===== config.mk =====
export PLATFORM = sky130hd
export DESIGN_NAME = umc_mode_config
export DESIGN_NICKNAME = d
export VERILOG_FILES = /design/src/umc_pkg.sv /design/src/umc_bit_timer.sv /design/src/umc_mode_config.sv
export SDC_FILE = /design/constraint.sdc
export NUM_CORES = 1
export LEC_CHECK = 0
export ABC_AREA = 1
export BUFFER_PORTS_ARGS = -buffer_cell sky130_fd_sc_hd__clkbuf_2
export CORE_AREA = 2 2 137 139
export CTS_BUF_LIST = sky130_fd_sc_hd__clkbuf_4 sky130_fd_sc_hd__clkbuf_8 sky130_fd_sc_hd__clkbuf_16
export CTS_CLUSTER_DIAMETER = 40
export DETAILED_ROUTE_END_ITERATION = 10
export DIE_AREA = 0 0 139 141
export GPL_TIMING_DRIVEN = 0
export SYNTH_ARGS = -nofsm -noshare
export SYNTH_HDL_FRONTEND = slang
export SYNTH_HIERARCHICAL = 1
export SYNTH_SLANG_ARGS = --single-unit

===== constraint.sdc =====
create_clock -name i_clock -period 2 [get_ports i_clock]
set_input_delay 0 -clock i_clock [delete_from_list [all_inputs] [get_ports i_clock]]
set_output_delay 0 -clock i_clock [all_outputs]
set_load 0.03 [all_outputs]

===== src/umc_pkg.sv =====
// Constants and types shared by the mode configuration block.
package umc_pkg;

  // ----------------------------------------------------------------
  // Timing
  // ----------------------------------------------------------------
  localparam int CLOCK_PERIOD_NS = 100;
  localparam int BIT_TIME_NS = 104167;
  // A least time, so the count rounds up.
  localparam int BIT_CYCLES = (BIT_TIME_NS + CLOCK_PERIOD_NS - 1) / CLOCK_PERIOD_NS;

  // ----------------------------------------------------------------
  // Register addresses
  // ----------------------------------------------------------------
  localparam logic [3:0] ADDR_MODE = 4'h0;
  localparam logic [3:0] ADDR_STATUS = 4'h1;
  localparam logic [3:0] ADDR_COMMAND = 4'h2;
  localparam logic [3:0] ADDR_OUT_SET = 4'hE;
  localparam logic [3:0] ADDR_OUT_CLR = 4'hF;

  // ----------------------------------------------------------------
  // Channel commands in the upper nibble of command_reg, enable and disable bits in the lower nibble
  // ----------------------------------------------------------------
  localparam logic [3:0] CMD_PTR_MR1 = 4'h1;
  localparam logic [3:0] CMD_RX_RESET = 4'h2;
  localparam logic [3:0] CMD_TX_RESET = 4'h3;
  localparam logic [3:0] CMD_ERR_RESET = 4'h4;
  localparam logic [3:0] CMD_PTR_MR0 = 4'hB;
  localparam int CMD_RX_EN_BIT = 0;
  localparam int CMD_RX_DIS_BIT = 1;
  localparam int CMD_TX_EN_BIT = 2;
  localparam int CMD_TX_DIS_BIT = 3;

  // ----------------------------------------------------------------
  // Reset values and field positions
  // ----------------------------------------------------------------
  localparam logic [7:0] MODE_REG_RESET = 8'h00;
  localparam logic [7:0] OUT_REG_RESET = 8'h00;
  localparam int MR0_RXINT_BIT = 6;
  localparam int MR0_TXINT_LO = 4;
  localparam int MR0_FIFO_BIT = 3;
  localparam int MR0_BAUD_LO = 0;
  localparam int MR1_RXRTS_BIT = 7;
  localparam int MR1_RXINT_BIT = 6;
  localparam int MR1_ERRMODE_BIT = 5;
  localparam int MR1_PAR_LO = 3;
  localparam int MR1_PTYPE_BIT = 2;
  localparam int MR1_LEN_LO = 0;
  localparam int MR2_CHMODE_LO = 6;
  localparam int MR2_TXRTS_BIT = 5;
  localparam int MR2_CTS_BIT = 4;
  localparam int MR2_STOP_LO = 0;

  // ----------------------------------------------------------------
  // Encodings
  // ----------------------------------------------------------------
  localparam logic [4:0] DEPTH_SMALL = 5'h08;
  localparam logic [4:0] DEPTH_LARGE = 5'h10;
  localparam logic [1:0] PAR_WITH = 2'h0;
  localparam logic [1:0] PAR_FORCE = 2'h1;
  localparam logic [1:0] LEN_FIVE = 2'h0;
  localparam logic [2:0] BAUD_NORMAL = 3'h0;
  localparam logic [2:0] BAUD_EXT1 = 3'h1;
  localparam logic [2:0] BAUD_EXT2 = 3'h4;
  localparam logic [1:0] BAUD_SEL_NORMAL = 2'h0;
  localparam logic [1:0] BAUD_SEL_EXT1 = 2'h1;
  localparam logic [1:0] BAUD_SEL_EXT2 = 2'h2;
  localparam logic [5:0] STOP_BASE_SHORT = 6'h09;
  localparam logic [5:0] STOP_BASE_LONG = 6'h11;
  localparam logic [5:0] STOP_HALF_BIT = 6'h08;

  typedef enum logic [1:0] {UMC_PTR_MR0, UMC_PTR_MR1, UMC_PTR_MR2} umc_ptr_t;

endpackage

===== src/umc_bit_timer.sv =====
// One-shot timer that pulses once a bit time after it is started.
`timescale 1ns/1ns
module umc_bit_timer #(
  parameter int CYCLES = 1042
) (
  // Clock and reset
  input wire logic i_clock,
  input wire logic i_rstn,
  // Control
  input wire logic i_start,
  input wire logic i_abort,
  // Status
  output logic o_done
);

  localparam int CW = $clog2(CYCLES + 1);
  localparam logic [CW-1:0] LAST = CW'(CYCLES);

  logic [CW-1:0] count_reg;
  logic busy_reg;
  logic done_reg;

  wire finish = busy_reg && !i_abort && count_reg == LAST;

  always_ff @(posedge i_clock or negedge i_rstn) begin
    if (!i_rstn) begin
      count_reg <= '0;
      busy_reg <= 1'b0;
      done_reg <= 1'b0;
    end else begin
      done_reg <= finish;
      if (i_abort || finish) begin
        busy_reg <= 1'b0;
        count_reg <= '0;
      end else if (i_start) begin
        busy_reg <= 1'b1;
        count_reg <= CW'(1);
      end else if (busy_reg) begin
        count_reg <= count_reg + CW'(1);
      end
    end
  end

  assign o_done = done_reg;

endmodule


===== src/umc_mode_config.sv =====
// Mode registers, thresholds, flow control and error status of one channel.
//
// Overview of operation
// 8-byte depth: receive interrupt at 1, 6, 4 or 8 bytes held per code.
// 16-byte depth: receive interrupt at 1, 8, 12 or 16 bytes held per code.
// Receive FIFO empty after reset; default code interrupts at one byte held.
// 8-byte depth: transmit interrupt at 8, 4, 6 or 1 free positions per code.
// 16-byte depth: transmit interrupt at 16, 8, 12 or 1 free positions per code.
// Default transmit code interrupts when enabled and empty, drops on first byte loaded.
// FIFO depth bit selects 8 or 16 bytes for both threshold tables.
// Baud group codes 000, 001 and 100 only; other codes must not be written.
// Pointer starts at mode_reg_1; any mode_reg_1 access moves it to mode_reg_2.
// Character error mode shows top character; block mode ORs since error reset.
// Block error status clears only on error reset command or receiver reset.
// Receiver flow control negates request-to-send on start bit while full.
// Start of a character beyond capacity flags overrun and discards it.
// Software sets output_reg bit 0 for receiver flow control to work.
// Parity mode selects with, forced, none or multi-drop parity handling.
// Parity type selects even/odd, forced value or address bit polarity.
// Character length codes select 5 to 8 data bits.
// Stop length codes map to sixteenths, plus half a bit for 5-bit characters on codes 0 to 7.
// Channel mode selects normal, echo, local loop or remote loop.
// With clear-to-send enabled, characters start only while that input is low.
// Transmitter auto control clears output_reg bit 0 a bit time after draining.
// Threshold interrupts are levels recomputed every clock from occupancy.
`timescale 1ns/1ns
module umc_mode_config import umc_pkg::*; #(
  parameter int BIT_CYCLES_P = BIT_CYCLES
) (
  // Clock and reset
  input wire logic i_clock,
  input wire logic i_rstn,
  // Host register port
  input wire logic [3:0] i_addr,
  input wire logic i_wr_en,
  input wire logic i_rd_en,
  input wire logic [7:0] i_wdata,
  output logic [7:0] o_rdata,
  // FIFO and line state from the data path
  input wire logic [4:0] i_rx_count,
  input wire logic [4:0] i_tx_count,
  input wire logic i_tx_idle,
  input wire logic i_rx_start,
  input wire logic i_top_advance,
  input wire logic i_top_framing_err,
  input wire logic i_top_parity_err,
  input wire logic i_top_break,
  input wire logic i_clear_to_send_in_n,
  // Interrupt requests and line control
  output logic o_rx_int,
  output logic o_tx_int,
  output logic o_request_to_send_out_n,
  output logic o_tx_send_ok,
  output logic o_rx_discard,
  output logic [7:0] o_output_reg,
  // Channel control
  output logic o_rx_enable,
  output logic o_tx_enable,
  output logic o_rx_reset,
  output logic o_tx_reset,
  // Character format
  output logic [1:0] o_char_bits,
  output logic [1:0] o_parity_mode,
  output logic o_parity_type,
  output logic o_parity_on,
  output logic [5:0] o_stop_sixteenths,
  output logic [1:0] o_channel_mode,
  output logic [1:0] o_baud_sel,
  output logic o_fifo_16
);

  // ----------------------------------------------------------------
  // Functions
  // ----------------------------------------------------------------
  function automatic logic [4:0] rx_level(input logic [1:0] code, input logic deep);
    case (code)
      2'h0: rx_level = 5'h01;
      2'h1: rx_level = deep ? 5'h08 : 5'h06;
      2'h2: rx_level = deep ? 5'h0C : 5'h04;
      default: rx_level = deep ? DEPTH_LARGE : DEPTH_SMALL;
    endcase
  endfunction

  function automatic logic [4:0] tx_level(input logic [1:0] code, input logic deep);
    case (code)
      2'h0: tx_level = deep ? DEPTH_LARGE : DEPTH_SMALL;
      2'h1: tx_level = deep ? 5'h08 : 5'h04;
      2'h2: tx_level = deep ? 5'h0C : 5'h06;
      default: tx_level = 5'h01;
    endcase
  endfunction

  // ----------------------------------------------------------------
  // State
  // ----------------------------------------------------------------
  logic [7:0] mode0_reg, mode1_reg, mode2_reg, opr_reg, rdata_reg;
  umc_ptr_t ptr_reg;
  logic rx_en_reg, tx_en_reg, rx_reset_reg, tx_reset_reg;
  logic cts_meta_reg, cts_sync_reg, send_ok_reg;
  logic [2:0] top_err_reg, err_acc_reg;
  logic overrun_reg, beyond_reg, discard_reg;
  logic rx_int_reg, tx_int_reg, rts_n_reg, armed_reg;
  logic [5:0] stop_reg;
  logic [1:0] baud_sel_reg;
  logic parity_on_reg;
  logic timer_done;

  // ----------------------------------------------------------------
  // Decode
  // ----------------------------------------------------------------
  wire mode_wr = i_wr_en && i_addr == ADDR_MODE;
  wire mode_rd = i_rd_en && i_addr == ADDR_MODE;
  wire cmd_wr = i_wr_en && i_addr == ADDR_COMMAND;
  wire set_wr = i_wr_en && i_addr == ADDR_OUT_SET;
  wire clr_wr = i_wr_en && i_addr == ADDR_OUT_CLR;
  wire [3:0] cmd_code = i_wdata[7:4];
  wire cmd_ptr1 = cmd_wr && cmd_code == CMD_PTR_MR1;
  wire cmd_ptr0 = cmd_wr && cmd_code == CMD_PTR_MR0;
  wire cmd_rx_rst = cmd_wr && cmd_code == CMD_RX_RESET;
  wire cmd_tx_rst = cmd_wr && cmd_code == CMD_TX_RESET;
  wire err_clear = (cmd_wr && cmd_code == CMD_ERR_RESET) || cmd_rx_rst;
  wire deep = mode0_reg[MR0_FIFO_BIT];
  wire [4:0] depth = deep ? DEPTH_LARGE : DEPTH_SMALL;
  wire rx_full = i_rx_count >= depth;
  wire [4:0] tx_free = (i_tx_count >= depth) ? 5'h00 : depth - i_tx_count;
  wire [1:0] rx_code = {mode0_reg[MR0_RXINT_BIT], mode1_reg[MR1_RXINT_BIT]};
  wire [1:0] tx_code = mode0_reg[MR0_TXINT_LO +: 2];
  wire rx_int_next = i_rx_count >= rx_level(rx_code, deep);
  wire tx_int_next = tx_en_reg && tx_free >= tx_level(tx_code, deep);
  wire [2:0] top_in = {i_top_break, i_top_framing_err, i_top_parity_err};
  wire [2:0] err_shown = mode1_reg[MR1_ERRMODE_BIT] ? err_acc_reg : top_err_reg;
  wire [2:0] err_acc_next = (i_top_advance ? top_in : 3'h0) | (err_clear ? 3'h0 : err_acc_reg);
  wire discard_next = i_rx_start && rx_full && beyond_reg;
  wire beyond_next = !cmd_rx_rst && rx_full && (beyond_reg || i_rx_start);
  wire auto_rts = mode2_reg[MR2_TXRTS_BIT] && !tx_en_reg && i_tx_idle && opr_reg[0];
  wire timer_start = auto_rts && !armed_reg;
  wire [7:0] opr_cleared = (timer_done && auto_rts) ? (opr_reg & 8'hFE) : opr_reg;
  wire [7:0] opr_next = (opr_cleared & ~(clr_wr ? i_wdata : 8'h00)) | (set_wr ? i_wdata : 8'h00);
  wire rts_hold = mode1_reg[MR1_RXRTS_BIT] && beyond_next;
  wire rts_n_next = !(opr_next[0] && !rts_hold);
  wire [3:0] stop_code = mode2_reg[MR2_STOP_LO +: 4];
  wire [5:0] stop_short = STOP_BASE_SHORT + {2'h0, stop_code} +
    ((mode1_reg[MR1_LEN_LO +: 2] == LEN_FIVE) ? STOP_HALF_BIT : 6'h00);
  wire [5:0] stop_next = stop_code[3] ? (STOP_BASE_LONG + {2'h0, stop_code}) : stop_short;
  wire [1:0] par_mode = mode1_reg[MR1_PAR_LO +: 2];
  wire parity_on_next = par_mode == PAR_WITH || par_mode == PAR_FORCE;
  wire [2:0] baud_code = mode0_reg[MR0_BAUD_LO +: 3];
  wire [1:0] baud_sel_next = (baud_code == BAUD_EXT1) ? BAUD_SEL_EXT1 :
    (baud_code == BAUD_EXT2) ? BAUD_SEL_EXT2 : BAUD_SEL_NORMAL;
  wire [7:0] status = {err_shown, overrun_reg, i_tx_idle, tx_en_reg && tx_free != 5'h00,
    rx_full, i_rx_count != 5'h00};

  umc_ptr_t ptr_next;
  logic [7:0] mode_rdata;
  always_comb begin
    ptr_next = ptr_reg;
    mode_rdata = mode2_reg;
    case (ptr_reg)
      UMC_PTR_MR0: begin
        mode_rdata = mode0_reg;
        if (mode_wr || mode_rd) begin
          ptr_next = UMC_PTR_MR1;
        end
      end
      UMC_PTR_MR1: begin
        mode_rdata = mode1_reg;
        if (mode_wr || mode_rd) begin
          ptr_next = UMC_PTR_MR2;
        end
      end
      default: begin
        mode_rdata = mode2_reg;
      end
    endcase
    if (cmd_ptr1) begin
      ptr_next = UMC_PTR_MR1;
    end else if (cmd_ptr0) begin
      ptr_next = UMC_PTR_MR0;
    end
  end

  wire [7:0] rdata_next = !i_rd_en ? rdata_reg : (i_addr == ADDR_MODE) ? mode_rdata :
    (i_addr == ADDR_STATUS) ? status : 8'h00;

  // ----------------------------------------------------------------
  // Registers
  // ----------------------------------------------------------------
  always_ff @(posedge i_clock or negedge i_rstn) begin
    if (!i_rstn) begin
      mode0_reg <= MODE_REG_RESET;
      mode1_reg <= MODE_REG_RESET;
      mode2_reg <= MODE_REG_RESET;
      ptr_reg <= UMC_PTR_MR1;
    end else begin
      ptr_reg <= ptr_next;
      if (mode_wr && ptr_reg == UMC_PTR_MR0) begin
        mode0_reg <= i_wdata;
      end
      if (mode_wr && ptr_reg == UMC_PTR_MR1) begin
        mode1_reg <= i_wdata;
      end
      if (mode_wr && ptr_reg == UMC_PTR_MR2) begin
        mode2_reg <= i_wdata;
      end
    end
  end

  always_ff @(posedge i_clock or negedge i_rstn) begin
    if (!i_rstn) begin
      rx_en_reg <= 1'b0;
      tx_en_reg <= 1'b0;
      rx_reset_reg <= 1'b0;
      tx_reset_reg <= 1'b0;
      opr_reg <= OUT_REG_RESET;
      rdata_reg <= 8'h00;
    end else begin
      rx_reset_reg <= cmd_rx_rst;
      tx_reset_reg <= cmd_tx_rst;
      if (cmd_rx_rst || (cmd_wr && i_wdata[CMD_RX_DIS_BIT])) begin
        rx_en_reg <= 1'b0;
      end else if (cmd_wr && i_wdata[CMD_RX_EN_BIT]) begin
        rx_en_reg <= 1'b1;
      end
      if (cmd_tx_rst || (cmd_wr && i_wdata[CMD_TX_DIS_BIT])) begin
        tx_en_reg <= 1'b0;
      end else if (cmd_wr && i_wdata[CMD_TX_EN_BIT]) begin
        tx_en_reg <= 1'b1;
      end
      opr_reg <= opr_next;
      rdata_reg <= rdata_next;
    end
  end

  // The clear-to-send pin is asynchronous, so only the second stage is read.
  always_ff @(posedge i_clock or negedge i_rstn) begin
    if (!i_rstn) begin
      cts_meta_reg <= 1'b1;
      cts_sync_reg <= 1'b1;
      send_ok_reg <= 1'b0;
      armed_reg <= 1'b0;
    end else begin
      cts_meta_reg <= i_clear_to_send_in_n;
      cts_sync_reg <= cts_meta_reg;
      send_ok_reg <= !mode2_reg[MR2_CTS_BIT] || !cts_sync_reg;
      armed_reg <= auto_rts;
    end
  end

  always_ff @(posedge i_clock or negedge i_rstn) begin
    if (!i_rstn) begin
      top_err_reg <= 3'h0;
      err_acc_reg <= 3'h0;
      overrun_reg <= 1'b0;
      beyond_reg <= 1'b0;
      discard_reg <= 1'b0;
      rx_int_reg <= 1'b0;
      tx_int_reg <= 1'b0;
      rts_n_reg <= 1'b1;
      stop_reg <= STOP_BASE_SHORT;
      baud_sel_reg <= BAUD_SEL_NORMAL;
      parity_on_reg <= 1'b1;
    end else begin
      top_err_reg <= top_in;
      err_acc_reg <= err_acc_next;
      overrun_reg <= discard_next || (overrun_reg && !err_clear);
      beyond_reg <= beyond_next;
      discard_reg <= discard_next;
      rx_int_reg <= rx_int_next;
      tx_int_reg <= tx_int_next;
      rts_n_reg <= rts_n_next;
      stop_reg <= stop_next;
      baud_sel_reg <= baud_sel_next;
      parity_on_reg <= parity_on_next;
    end
  end

  umc_bit_timer #(
    .CYCLES(BIT_CYCLES_P)
  ) u_turnaround (
    .i_clock(i_clock),
    .i_rstn(i_rstn),
    .i_start(timer_start),
    .i_abort(!auto_rts),
    .o_done(timer_done)
  );

  // ----------------------------------------------------------------
  // Outputs
  // ----------------------------------------------------------------
  assign o_rdata = rdata_reg;
  assign o_rx_int = rx_int_reg;
  assign o_tx_int = tx_int_reg;
  assign o_request_to_send_out_n = rts_n_reg;
  assign o_tx_send_ok = send_ok_reg;
  assign o_rx_discard = discard_reg;
  assign o_output_reg = opr_reg;
  assign o_rx_enable = rx_en_reg;
  assign o_tx_enable = tx_en_reg;
  assign o_rx_reset = rx_reset_reg;
  assign o_tx_reset = tx_reset_reg;
  assign o_char_bits = mode1_reg[MR1_LEN_LO +: 2];
  assign o_parity_mode = mode1_reg[MR1_PAR_LO +: 2];
  assign o_parity_type = mode1_reg[MR1_PTYPE_BIT];
  assign o_parity_on = parity_on_reg;
  assign o_stop_sixteenths = stop_reg;
  assign o_channel_mode = mode2_reg[MR2_CHMODE_LO +: 2];
  assign o_baud_sel = baud_sel_reg;
  assign o_fifo_16 = mode0_reg[MR0_FIFO_BIT];

  // ----------------------------------------------------------------
  // Assertions
  // ----------------------------------------------------------------
  AST_RX_SMALL_FOUR: assert property (@(posedge i_clock) disable iff (!i_rstn)
    (!deep && rx_code == 2'h2 && i_rx_count >= 5'h04) |=> o_rx_int)
    else $error("Receive interrupt missing at four bytes with small FIFO.");
  AST_RX_LARGE_EIGHT: assert property (@(posedge i_clock) disable iff (!i_rstn)
    (deep && rx_code == 2'h1 && i_rx_count < 5'h08) |=> !o_rx_int)
    else $error("Receive interrupt raised below eight bytes with large FIFO.");
  AST_RX_DEFAULT: assert property (@(posedge i_clock) disable iff (!i_rstn)
    (rx_code == 2'h0) |=> (o_rx_int == ($past(i_rx_count) != 5'h00)))
    else $error("Default receive threshold is not one byte.");
  AST_TX_SMALL_SIX: assert property (@(posedge i_clock) disable iff (!i_rstn)
    (tx_en_reg && !deep && tx_code == 2'h2 && i_tx_count <= 5'h02) |=> o_tx_int)
    else $error("Transmit interrupt missing at six free positions.");
  AST_TX_DEFAULT: assert property (@(posedge i_clock) disable iff (!i_rstn)
    (tx_code == 2'h0 && i_tx_count != 5'h00) |=> !o_tx_int)
    else $error("Default transmit interrupt held with a byte loaded.");
  AST_PTR_ADVANCE: assert property (@(posedge i_clock) disable iff (!i_rstn)
    (mode_wr && !cmd_wr && ptr_reg == UMC_PTR_MR1) |=> (ptr_reg == UMC_PTR_MR2))
    else $error("Mode pointer did not move on to mode_reg_2.");
  AST_ERR_STICKY: assert property (@(posedge i_clock) disable iff (!i_rstn)
    (err_acc_reg != 3'h0 && !err_clear) |=> (err_acc_reg != 3'h0))
    else $error("Accumulated error status lost without a clear.");
  AST_RTS_FLOW: assert property (@(posedge i_clock) disable iff (!i_rstn)
    (mode1_reg[MR1_RXRTS_BIT] && i_rx_start && rx_full && !cmd_rx_rst) |=> o_request_to_send_out_n)
    else $error("Request-to-send still asserted on start bit with FIFO full.");
  AST_OVERRUN: assert property (@(posedge i_clock) disable iff (!i_rstn)
    (i_rx_start && rx_full && beyond_reg) |=> (o_rx_discard && overrun_reg))
    else $error("Character beyond capacity was not discarded.");
  AST_CTS_BLOCK: assert property (@(posedge i_clock) disable iff (!i_rstn)
    (mode2_reg[MR2_CTS_BIT] && cts_sync_reg) |=> !o_tx_send_ok)
    else $error("Transmit allowed while clear-to-send is high.");
  AST_TURNAROUND: assert property (@(posedge i_clock) disable iff (!i_rstn)
    (timer_done && auto_rts && !set_wr) |=> !o_output_reg[0])
    else $error("Output bit zero not cleared after line turnaround.");

endmodule


# Word-level counts from Yosys, hierarchy flattened

Index checks and enable logic that the tools add are counted.
W data, S select, Z words.

Add/subtract/negate cells: 5
Order comparisons: 4
Equal/unequal tests: 21
Mux-type cells: 35
Bitwise gates (word level): 4
Reduce and logical (&&, ||, !) cells: 65

Operator list:

| operator                | number |
|---|---|
| $logic_and A1 B1 Y1     | 33 |
| $mux W11                | 3 |
| $mux W8                 | 4 |
| $pmux W5 S3             | 2 |
| $ge A5 B5 Y1            | 4 |
| $mux W4                 | 5 |
| $pmux W8 S2             | 1 |
| $eq A4 B2 Y1 const B    | 3 |
| $eq A4 B4 Y1 const B    | 3 |
| $mux W2                 | 6 |
| $add A11 B1 Y11 const B | 1 |
| $eq A11 B11 Y1 const B  | 1 |
| $logic_not A2 Y1        | 5 |
| $mux W5                 | 2 |
| $reduce_bool A5 Y1      | 2 |
| $logic_not A1 Y1        | 9 |
| $logic_or A1 B1 Y1      | 9 |
| $mux W3                 | 3 |
| $and A8 B8 Y8           | 1 |
| $eq A2 B1 Y1 const B    | 4 |
| $eq A4 B1 Y1 const B    | 2 |
| $ne A4 B4 Y1 const B    | 2 |
| $not A8 Y8              | 1 |
| $or A8 B8 Y8            | 1 |
| 17 further kinds        | 27 |

Register bits after elaboration: 84
Input port bits: 33
Output and inout bits: 42
Logic and storage cells: 162

# Longest topological paths before layout

Gate-level depths: netlist of the first run.

Depth after elaboration: 10
Mapped depth: 14

# Hierarchy

Netlist of the first run, hierarchy kept.

Modules (own cells, without submodules):

| module          | instances | cells an instance | area each (um2) | sequential area each (um2) |
|---|---|---|---|---|
| umc_mode_config | 1         | 424               | 3679.8          | 1785.5 |
| umc_bit_timer   | 1         | 94                | 788.3           | 325.3 |

# Worst setup path after synthesis of the first run

No wires, ideal clock.

Kind: reg-to-reg
Start point: reg mode0_reg[3]
End point: reg tx_int_reg (netlist: o_tx_int)
Library setup time: 0.119 ns
Data arrival time: 2.390 ns
Required time: 1.881 ns
Setup slack: -0.510 ns
Stages on the path, launching flop included: 14
Path buffers: 0
Period minus slack after synthesis: 2.510 ns
Cell sequence: dfrtp_1 > inv_1 > ha_1 > nand2_1 > inv_1 > nand3_1 > a21oi_1 > inv_1 > nor3_1 > ha_1 > a21oi_1 > o221ai_1 > a21oi_1 > nor2_1

Word-level cells in the longest chain between the ends: 5

Ends and longest elaborated chain:

| what                                                 | line                                          | RTL |
|---|---|---|
| from (decl)                                          | umc_mode_config.sv:96                         | `logic [7:0] mode0_reg, mode1_reg, mode2_reg, opr_reg, rdata_reg;` |
| from (signal assigned)                               | umc_mode_config.sv:197                        | `mode0_reg <= i_wdata;` |
| $mux W5                                              | umc_mode_config.sv:86, umc_mode_config.sv:123 |  |
| $sub A5 B5 Y5 / $ge A5 B5 Y1 (equally long branches) | umc_mode_config.sv:125                        | `wire [4:0] tx_free = (i_tx_count >= depth) ? 5'h00 : depth - i_tx_count;` |
| $mux W5                                              | umc_mode_config.sv:125                        |  |
| $ge A5 B5 Y1 *                                       | umc_mode_config.sv:129                        | `wire tx_int_next = tx_en_reg && tx_free >= tx_level(tx_code, deep);` |
| $logic_and A1 B1 Y1 *                                | umc_mode_config.sv:129                        |  |
| named net tx_int_next                                | umc_mode_config.sv:129                        |  |
| to (signal assigned)                                 | umc_mode_config.sv:269                        | `tx_int_reg <= tx_int_next;` |
| to (decl)                                            | umc_mode_config.sv:102                        | `logic rx_int_reg, tx_int_reg, rts_n_reg, armed_reg;` |

The timed path passes the listed nets; every way through them passes the cells marked *.
A chain may end at the register's enable or synchronous reset.

# Worst setup path after layout of the first run

Same ends and word-level chain as after synthesis.

==> impl_metrics.yaml, run 1 <==
floorplanning:
  dieArea_um2: 19600
  ios: 75
  floorplan.rows: 50
  fp.dieW_um: 139
  die-height_um: 141
  core-area_um2: 18300
  initial_core_util: 0.245
layout:
  diodes: 0
  final_cell_mix: "nand2_1, dfrtp_1, clkbuf_2, inv_1, nor2_1"
  regArea_um2: 2110
  final_util: 0.311
  final_common_cell: "nand2_1"
  largest_reg_flops: 11
  final_nets: 674
  multi_input_area_um2: 2030
  design_area_um2: 5690
  fill_cells: 1934
  syn_to_final_growth_pct: 27.3
  drive_above_1_share: 0.264
cts:
  root_buffer: "clkbuf_16"
  htree_levels: 3
  clk_pin_slew_ps: 70
  cts_sinks: 84
  cts_tree: "built"
  cts_made_buffers: 9
  clk_latency_ps: 340
  cts.path.max_buffers: 2
run_status:
  violations: "negative setup slack"
  status: "finished with violations"
detailed_routing:
  wl_per_cell_um: 13.8
  detail_route.vias_per_cell: 4.33
  drc: 0
  totalWireLength_mm: 11.8
  ant_nets: 0
  num_vias: 3718
  drtPass1Iterations: 4
  drtIter0Drc: 247
pwr:
  vdd_drop_max_v: 0.000504
  power_density_nw_per_um2: 974
  finalPower_mw: 5.54
  power.leakage_nw: 2.77
global_routing:
  grt_overflow: 0
  grt_start_max_net_pins: 45
  grt_usage: 0.125
  antenna_found_initial: 0
  grt_pass1_wl_mm: 19.4
  grt_pass1_vias: 3632
worst_setup_path:
  worstSetupPathType: "reg -> reg"
  crit_path_max_incr_delay_ps: 450
  cp_cell_sequence: "inv_4 -> ha_4 -> nand3_2 -> nor2_2 -> a21oi_4 -> nand2_1 -> inv_1 -> ha_1 -> a21oi_1 -> o221ai_2 -> a21oi_2 -> nor2_1"
  ff2ff_setup_slack_ps: -210
  critPathLaunchType: "register"
  cp-end-kind: "register"
  cp_top_family: "adder cells"
  crit_arrival_ps: 2430
  slowest_stage: "dfrtp_2"
  path_max_fanout: 4
  worstReg2RegStart: "mode0_reg[3]"
  worstPathRequired_ps: 2220
  critPathBufInv: 2
  crit_start: "mode0_reg[3]"
timing:
  post-route-min-period_ps: 2210
  finClkSkew_ps: 8.98
  fin_ws_ps: -214
  fmax_ghz: 0.452
  drv_slew: 0
  finalSetupViolCount: 1
  slew_headroom: 0.595
  fin_crit_sh: 1.11
  hold_violations: 0
  rsz0062_at_grt: "yes"
  worstMarginPinSlew_ps: 607
  whs_ps: 28.6
logic_synthesis:
  yosysUniqueCellTypes: 43
  synth.net_count: 572
  ys_seq_elements: 84
  syn_avg_cell_area_um2: 8.63
  async_flop_share: 1.00
  yosysSeqAreaShare: 0.472
  syn_area_um2: 4470
  synth.yosys.warnings: 6
  ys.flop_type: "dfrtp_1"
  netlist_instances: 518
  synth_edf_count: 0
place:
  gp_congestion: 0.811
  dpl.hpwl_mm: 9.20
  port_buffers: 74
  dpl_cell_area_um2: 5180
flow_run:
  maxCapViolations: 0
worst_hold_path:
  worstHoldStart: "i_wdata[7]"
  hp-class: "in -> reg"
[stage by stage]
stage	worst slack [ps]	setup TNS, ps	cells
finish	-214	-214	859
global route	-386	-386	859
global placement	-368	-6760	826
detailed placement	-391	-391	827
floorplan	-214	-214	518
CTS	-210	-210	858
[worst register-to-register path, delay by kind of cell, from the launching register on]
kind	cells	cell delay, ps
DFF	1	450
and+or+nand+nor	4	430
adders and majority gates	2	630
AOI/OAI and AO/OA	4	490
buffers and inverters	2	100
[cells in the mapped netlist, types with 2 or more instances]
cell,number,area share
dfrtp_1,77,0.43
nand3_4,3,0.012
nor2_4,2,0.0050
o21ai_1,18,0.020
o22ai_1,2,0.0028
buf_4,7,0.012
buf_6,4,0.010
nand2_1,108,0.091
nor2_2,2,0.0028
o21ai_2,8,0.016
nand3b_1,2,0.0034
a21oi_1,19,0.021
nand4_1,15,0.021
nor3_2,3,0.0067
a31oi_1,6,0.0084
nand3_1,17,0.019
o21ai_0,29,0.032
ha_1,21,0.059
nor3_1,3,0.0034
inv_1,74,0.062
dfstp_2,7,0.041
o211ai_1,7,0.012
nand2_4,4,0.010
xnor2_1,2,0.0039
clkbuf_1,3,0.0025
nand2_2,4,0.0056
nor2_1,49,0.041
xor2_1,3,0.0059
o21bai_1,2,0.0034
nand3_2,4,0.0090
[per-layer routing]
layer | track usage | wire, um | vias to the layer above
li1 | - | - | 1889
met1 | 0.171 | 5640 | 1749
met2 | 0.191 | 5330 | 72
met3 | 0.0350 | 720 | 8
met4 | 0.0393 | 135 | 0
met5 | 0 | 0 | -
[worst paths after layout]
path,endpoint,depth (start not counted)
min reg2reg,cts_sync_reg,0
max,o_tx_int,12
min in group asynchronous,o_rx_reset,2
max reg2reg,o_tx_int,12
min,ptr_reg[0],4
max in group asynchronous,o_parity_on,3
[what timing repair did]
action	in CTS	in global routing
setup endpoints to repair	1	2
buffers inserted	2	1
gates cloned	0	0
gates resized for setup	6	8
pin swaps	3	4
endpoints found under the hold margin	52	0
hold buffers	13	0
[layout make-up]
| cell class | instances | area share |
|---|---|---|
| sequential | 84 | 0.371 |
| multi-input combinational | 343 | 0.357 |
| clock inverter | 5 | 0.00924 |
| clock buffer | 11 | 0.0422 |
| timing repair buffer | 91 | 0.0972 |
| inverter | 76 | 0.0517 |
| tap | 234 | 0.0515 |
| buffer | 15 | 0.0200 |
[kinds of logic (layout without fill, tap and decap cells)]
logic type      count (synthesis)  after routing  synth area share
buf+inv                        91            198            0.0907
xor+xnor                        5              5           0.00980
flops                          84             84             0.472
fa+ha+maj                      21             21            0.0588
simple gates                  221            221             0.243
compound gates                 96             96             0.126
[report_power, final]
| part | switching [mW] | total, mW | internal [mW] |
|---|---|---|---|
| registers | 0.192 | 2.18 | 1.98 |
| logic | 1.11 | 1.71 | 0.592 |
| clock network | 0.668 | 1.66 | 0.989 |
(Power assumes the default switching activity.)
==> run 2: changes to the inputs <==
- MAX_ROUTING_LAYER: not set -> met4
==> run 2 against run 1 <==
Against the previous run:
- the run still ends with negative setup slack left
- highest routed layer unchanged
- die area stayed put
- via count rose by 1.1%
- hold slack better by 3.2 ps
- first-iteration DRC count decreased by 6.5%
- global-route usage rose by 0.35 points
==> impl_metrics.yaml, run 2 (same netlist as run 1, synthesis figures left out) <==
run_status:
  status: "finished with violations"
  violations: "negative setup slack"
layout:
  largest_reg_flops: 11
  final_cell_mix: "nand2_1, dfrtp_1, clkbuf_2, inv_1, nor2_1"
  drive_above_1_share: 0.264
  syn_to_final_growth_pct: 27.3
  design_area_um2: 5690
  final_common_cell: "nand2_1"
  diodes: 0
  final_nets: 674
floorplanning:
  fp.dieW_um: 139
  die-height_um: 141
  ios: 75
  dieArea_um2: 19600
  initial_core_util: 0.245
  core-area_um2: 18300
  floorplan.rows: 50
cts:
  htree_levels: 3
  cts.path.max_buffers: 2
  clk_pin_slew_ps: 70
  cts_made_buffers: 9
  root_buffer: "clkbuf_16"
  cts_tree: "built"
  cts_sinks: 84
  clk_latency_ps: 340
detailed_routing:
  drc: 0
  wl_per_cell_um: 13.8
  routed-wl-met2_mm: 5.38
  num_vias: 3759
  detail_route.vias_per_cell: 4.38
  met3_length_um: 751
  totalWireLength_mm: 11.8
  drtPass1Iterations: 5
  wl_met1_mm: 5.57
  highest-signal-layer: "met4"
  ant_nets: 0
  drtIter0Drc: 231
place:
  gp_congestion: 0.823
  port_buffers: 74
  dpl.hpwl_mm: 9.20
  dpl_cell_area_um2: 5180
worst_hold_path:
  hp-class: "in -> reg"
worst_setup_path:
  crit_arrival_ps: 2430
  slowest_stage: "dfrtp_2"
  critPathLaunchType: "register"
  worstPathRequired_ps: 2220
  cp_cell_sequence: "inv_4 -> ha_4 -> nand3_2 -> nor2_2 -> a21oi_4 -> nand2_1 -> inv_1 -> ha_1 -> a21oi_1 -> o221ai_2 -> a21oi_2 -> nor2_1"
  crit_path_max_incr_delay_ps: 450
  path_max_fanout: 4
  cp-end-kind: "register"
  worstSetupPathType: "reg -> reg"
timing:
  fin_ws_ps: -213
  post-route-min-period_ps: 2210
  fmax_ghz: 0.452
  slew_headroom: 0.600
  whs_ps: 31.8
  hold_violations: 0
  finClkSkew_ps: 8.75
  finalSetupViolCount: 1
  worstMarginPinSlew_ps: 600
  drv_slew: 0
  rsz0062_at_grt: "yes"
  fin_crit_sh: 1.11
global_routing:
  grt_start_max_net_pins: 45
  grt_overflow: 0
  grt_usage: 0.128
  grt_pass1_wl_mm: 19.3
  antenna_found_initial: 0
  grt_pass1_vias: 3643
pwr:
  power_density_nw_per_um2: 974
  vdd_drop_max_v: 0.000506
  power.leakage_nw: 2.77
flow_run:
  maxCapViolations: 0
## run 2: cell counts in the layout (fill, tap and decap cells not counted)
Identical to the previous run, type by type.
## run 2: final timing paths
| kind | from | endpoint | slack, ps | depth (start not counted) |
|---|---|---|---|---|
| min in group asynchronous | i_rstn | u_turnaround/count_reg[2] | 240 | 2 |
| worst max register to register | mode0_reg[3] | o_tx_int | -210 | 12 |
| worst max-delay path | mode0_reg[3] | o_tx_int | -210 | 12 |
| worst min register to register | cts_meta_reg | cts_sync_reg | 360 | 0 |
| max in group asynchronous | i_rstn | o_parity_on | 1070 | 3 |
| worst min-delay path | i_wdata[7] | ptr_reg[0] | 30 | 4 |
## run 2: stage by stage
step / worst slack, ps / setup TNS, ps / util / std cells / total power, mW
2_1_floorplan: -214 / -214 / - / 518 / 3.30
4_1_cts: -210 / -210 / 0.309 / 858 / 5.56
3_5_place_dp: -391 / -391 / 0.284 / 827 / 3.84
6_report: -213 / -213 / 0.311 / 859 / 5.54
5_1_grt: -386 / -386 / 0.311 / 859 / 5.88
3_3_place_gp: -368 / -6760 / 0.282 / 826 / 3.80
## run 2: cell type report
type	instances	area, um^2
clock buffers	11	240
clock inverters	5	52.6
multi-input cells	343	2030
well taps	234	293
fillers	1934	12600
flip-flops and latches	84	2110
inverters	76	294
repair buffers	91	553
plain buffers	15	114
## run 2: per-layer routing
| layer | up-vias | track usage |
|---|---|---|
| li1 | 1886 | - |
| met1 | 1769 | 0.173 |
| met2 | 91 | 0.191 |
| met3 | 13 | 0.0313 |
| met4 | 0 | 0.0393 |
| met5 | - | - |
## run 2: worst max-delay path, delay by kind of cell, from the launching register on
family | cells | cell delay [ps]
simple gates | 4 | 430
fa+ha+maj | 2 | 630
compound gates | 4 | 490
flops | 1 | 450
buf+inv | 2 | 100
## run 2: where the power goes
part	leakage (nW)	internal, mW	switching (mW)
registers	1.05	1.98	0.192
logic	1.57	0.592	1.12
clock network	0.146	0.989	0.667
total	2.77	3.57	1.97
## run 2: what timing repair did
item / CTS / global route
pin swaps: 3 / 4
endpoints found under the setup margin: 1 / 2
gates resized for setup: 6 / 8
endpoints found under the hold margin: 52 / 0
buffers inserted: 2 / 1
hold buffers: 13 / 0
==> run 3: changes to the inputs <==
- SKIP_LAST_GASP: not set -> 1
==> run 3 against run 2 <==
Against the previous run:
- register-to-register slack worse by 30 ps
- maximum frequency is 1.5% lower
- count of clock-buffer cells in the layout stayed put
- clock power hardly changed
- die area stayed put
- clock skew is 0.67 ps lower
- largest power group unchanged
- global-route usage hardly changed
- combinational power is 2% higher
- sequential share of layout area is 0.19 points lower
- highest routed layer unchanged
- non-clock buffer count is 2 higher
- the run still ends with negative setup slack left
- flip-flop and latch count stayed put
- critical path depth stayed put
==> impl_metrics.yaml, run 3 (same netlist as run 1, synthesis figures left out) <==
run_status:
  status: "finished with violations"
  violations: "negative setup slack"
global_routing:
  grt_pass1_wl_mm: 19.3
  antenna_found_initial: 0
  grt_pass1_vias: 3640
  use_met3: 0.0313
  grt.busiest_layer: "met2"
  use_met2: 0.191
  grt_start_max_net_pins: 45
  grt_usage: 0.128
  grt_use_met1: 0.173
  grt_overflow: 0
worst_setup_path:
  cp-end-kind: "register"
  crit_path_max_incr_delay_ps: 470
  worstSetupPathType: "reg -> reg"
  r2r_cells: 12
  worstPathRequired_ps: 2220
  crit_arrival_ps: 2470
  cp_top_family: "adder cells"
  r2r-end: "o_tx_int"
  worstReg2RegStart: "mode0_reg[3]"
  ff2ff_setup_slack_ps: -250
  critPathBufInv: 2
  cp_cell_sequence: "ha_4 -> nand2_2 -> inv_2 -> nand3_4 -> a21oi_4 -> inv_2 -> nor3_2 -> ha_1 -> a21oi_2 -> o221ai_2 -> a21oi_2 -> nor2_1"
  path_max_fanout: 4
  critPathLaunchType: "register"
  slowest_stage: "dfrtp_2"
timing:
  rsz0062_at_grt: "yes"
  fmax_ghz: 0.445
  post-route-min-period_ps: 2250
  whs_ps: 30.7
  worstMarginPinSlew_ps: 604
  fin_crit_sh: 1.12
  drv_slew: 0
  finalSetupViolCount: 1
  fin_ws_ps: -247
  finClkSkew_ps: 8.08
  slew_headroom: 0.597
  hold_violations: 0
detailed_routing:
  detail_route.vias_per_cell: 4.37
  drc: 0
  drtPass1Iterations: 4
  num_vias: 3766
  drtIter0Drc: 225
  totalWireLength_mm: 11.9
  ant_nets: 0
  wl_per_cell_um: 13.8
cts:
  cts.path.max_buffers: 2
  htree_levels: 3
  cts_sinks: 84
  cts_tree: "built"
  clk_latency_ps: 340
  clk_pin_slew_ps: 60
  cts_made_buffers: 9
  root_buffer: "clkbuf_16"
layout:
  final_cell_mix: "nand2_1, dfrtp_1, clkbuf_2, inv_1, nor2_1"
  diodes: 0
  final_cells: 861
  multi_input_area_um2: 2040
  drive_above_1_share: 0.270
  largest_reg_flops: 11
  syn_to_final_growth_pct: 28.0
  regArea_um2: 2110
  fill_cells: 1935
  final_common_cell: "nand2_1"
  final_nets: 676
place:
  port_buffers: 74
  dp.cells: 827
  place_ws_ps: -391
  dpl.hpwl_mm: 9.20
  gp_congestion: 0.823
pwr:
  finalPower_mw: 5.58
  p_int_mw: 3.59
  power_density_nw_per_um2: 976
  vdd_drop_max_v: 0.000510
  power_switching_mw: 1.99
  combPwrFrac: 0.313
  p_seq_frac: 0.390
  p_clk_frac: 0.297
  swShare: 0.356
  power.leakage_nw: 2.78
worst_hold_path:
  hp-class: "in -> reg"
  whs_endpoint: "o_rdata[2]"
  hold_depth: 4
  worstHoldStart: "i_addr[1]"
flow_run:
  maxCapViolations: 0
floorplanning:
  floorplan.rows: 50
  fp.dieW_um: 139
  dieArea_um2: 19600
  die-height_um: 141
  ios: 75
  initial_core_util: 0.245
  core-area_um2: 18300
==> run 3: metrics by stage <==
step	TNS, ps	util	instance area, um^2
after floorplan	-214	-	4490
after global placement	-6760	0.282	5150
after detailed placement	-391	0.284	5180
after CTS	-271	0.309	5640
after global routing	-400	0.313	5720
final	-247	0.313	5720
==> run 3: final cells by class <==
type | count | share of cell area
inverter | 76 | 0.0514
timing repair buffer | 93 | 0.0993
tap | 234 | 0.0512
buffer | 15 | 0.0199
sequential | 84 | 0.369
clock inverter | 5 | 0.00919
clock buffer | 11 | 0.0420
multi-input combinational | 343 | 0.358
==> run 3: how the worst max path moves through the flow <==
| stage | cells past startpoint | to | start |
|---|---|---|---|
| 2_1_floorplan | 13 | o_tx_int | mode0_reg[3] |
| 4_1_cts | 13 | o_tx_int | mode0_reg[3] |
| 3_5_place_dp | 13 | o_tx_int | mode0_reg[3] |
| 5_1_grt | 13 | o_tx_int | mode0_reg[3] |
| 3_3_place_gp | 13 | o_tx_int | mode0_reg[3] |
| 6_report | 12 | o_tx_int | mode0_reg[3] |
==> run 3: layer usage <==
metal | wire, um | part of all wire
met1 | 5690 | 0.48
met2 | 5410 | 0.45
met3 | 647 | 0.054
met4 | 150 | 0.013
met5 | 0 | 0
==> run 3: timing repair <==
action / in CTS / in global routing
resized for setup: 4 / 13
hold buffers: 13 / 0
endpoints found under the hold margin: 52 / 0
setup endpoints to repair: 1 / 3
buffers inserted: 2 / 3
pin swaps: 3 / 11
==> run 3: power groups by stage <==
stage / logic [mW] / registers, mW / clock network [mW]
after floorplan: 0.858 / 2.44 / 0
after global placement: 1.59 / 2.21 / 0
after detailed placement: 1.62 / 2.21 / 0
after CTS: 1.69 / 2.18 / 1.69
after global routing: 1.95 / 2.22 / 1.76
final: 1.75 / 2.18 / 1.66
==> run 3: worst register-to-register path, delay by kind of cell (launching register included) <==
family | cells | cell delay [ps]
AO/OA/AOI/OAI | 4 | 590
adder cells (fa/ha/maj) | 2 | 590
buffers and inverters | 2 | 120
flip-flops | 1 | 470
AND/OR/NAND/NOR | 4 | 340
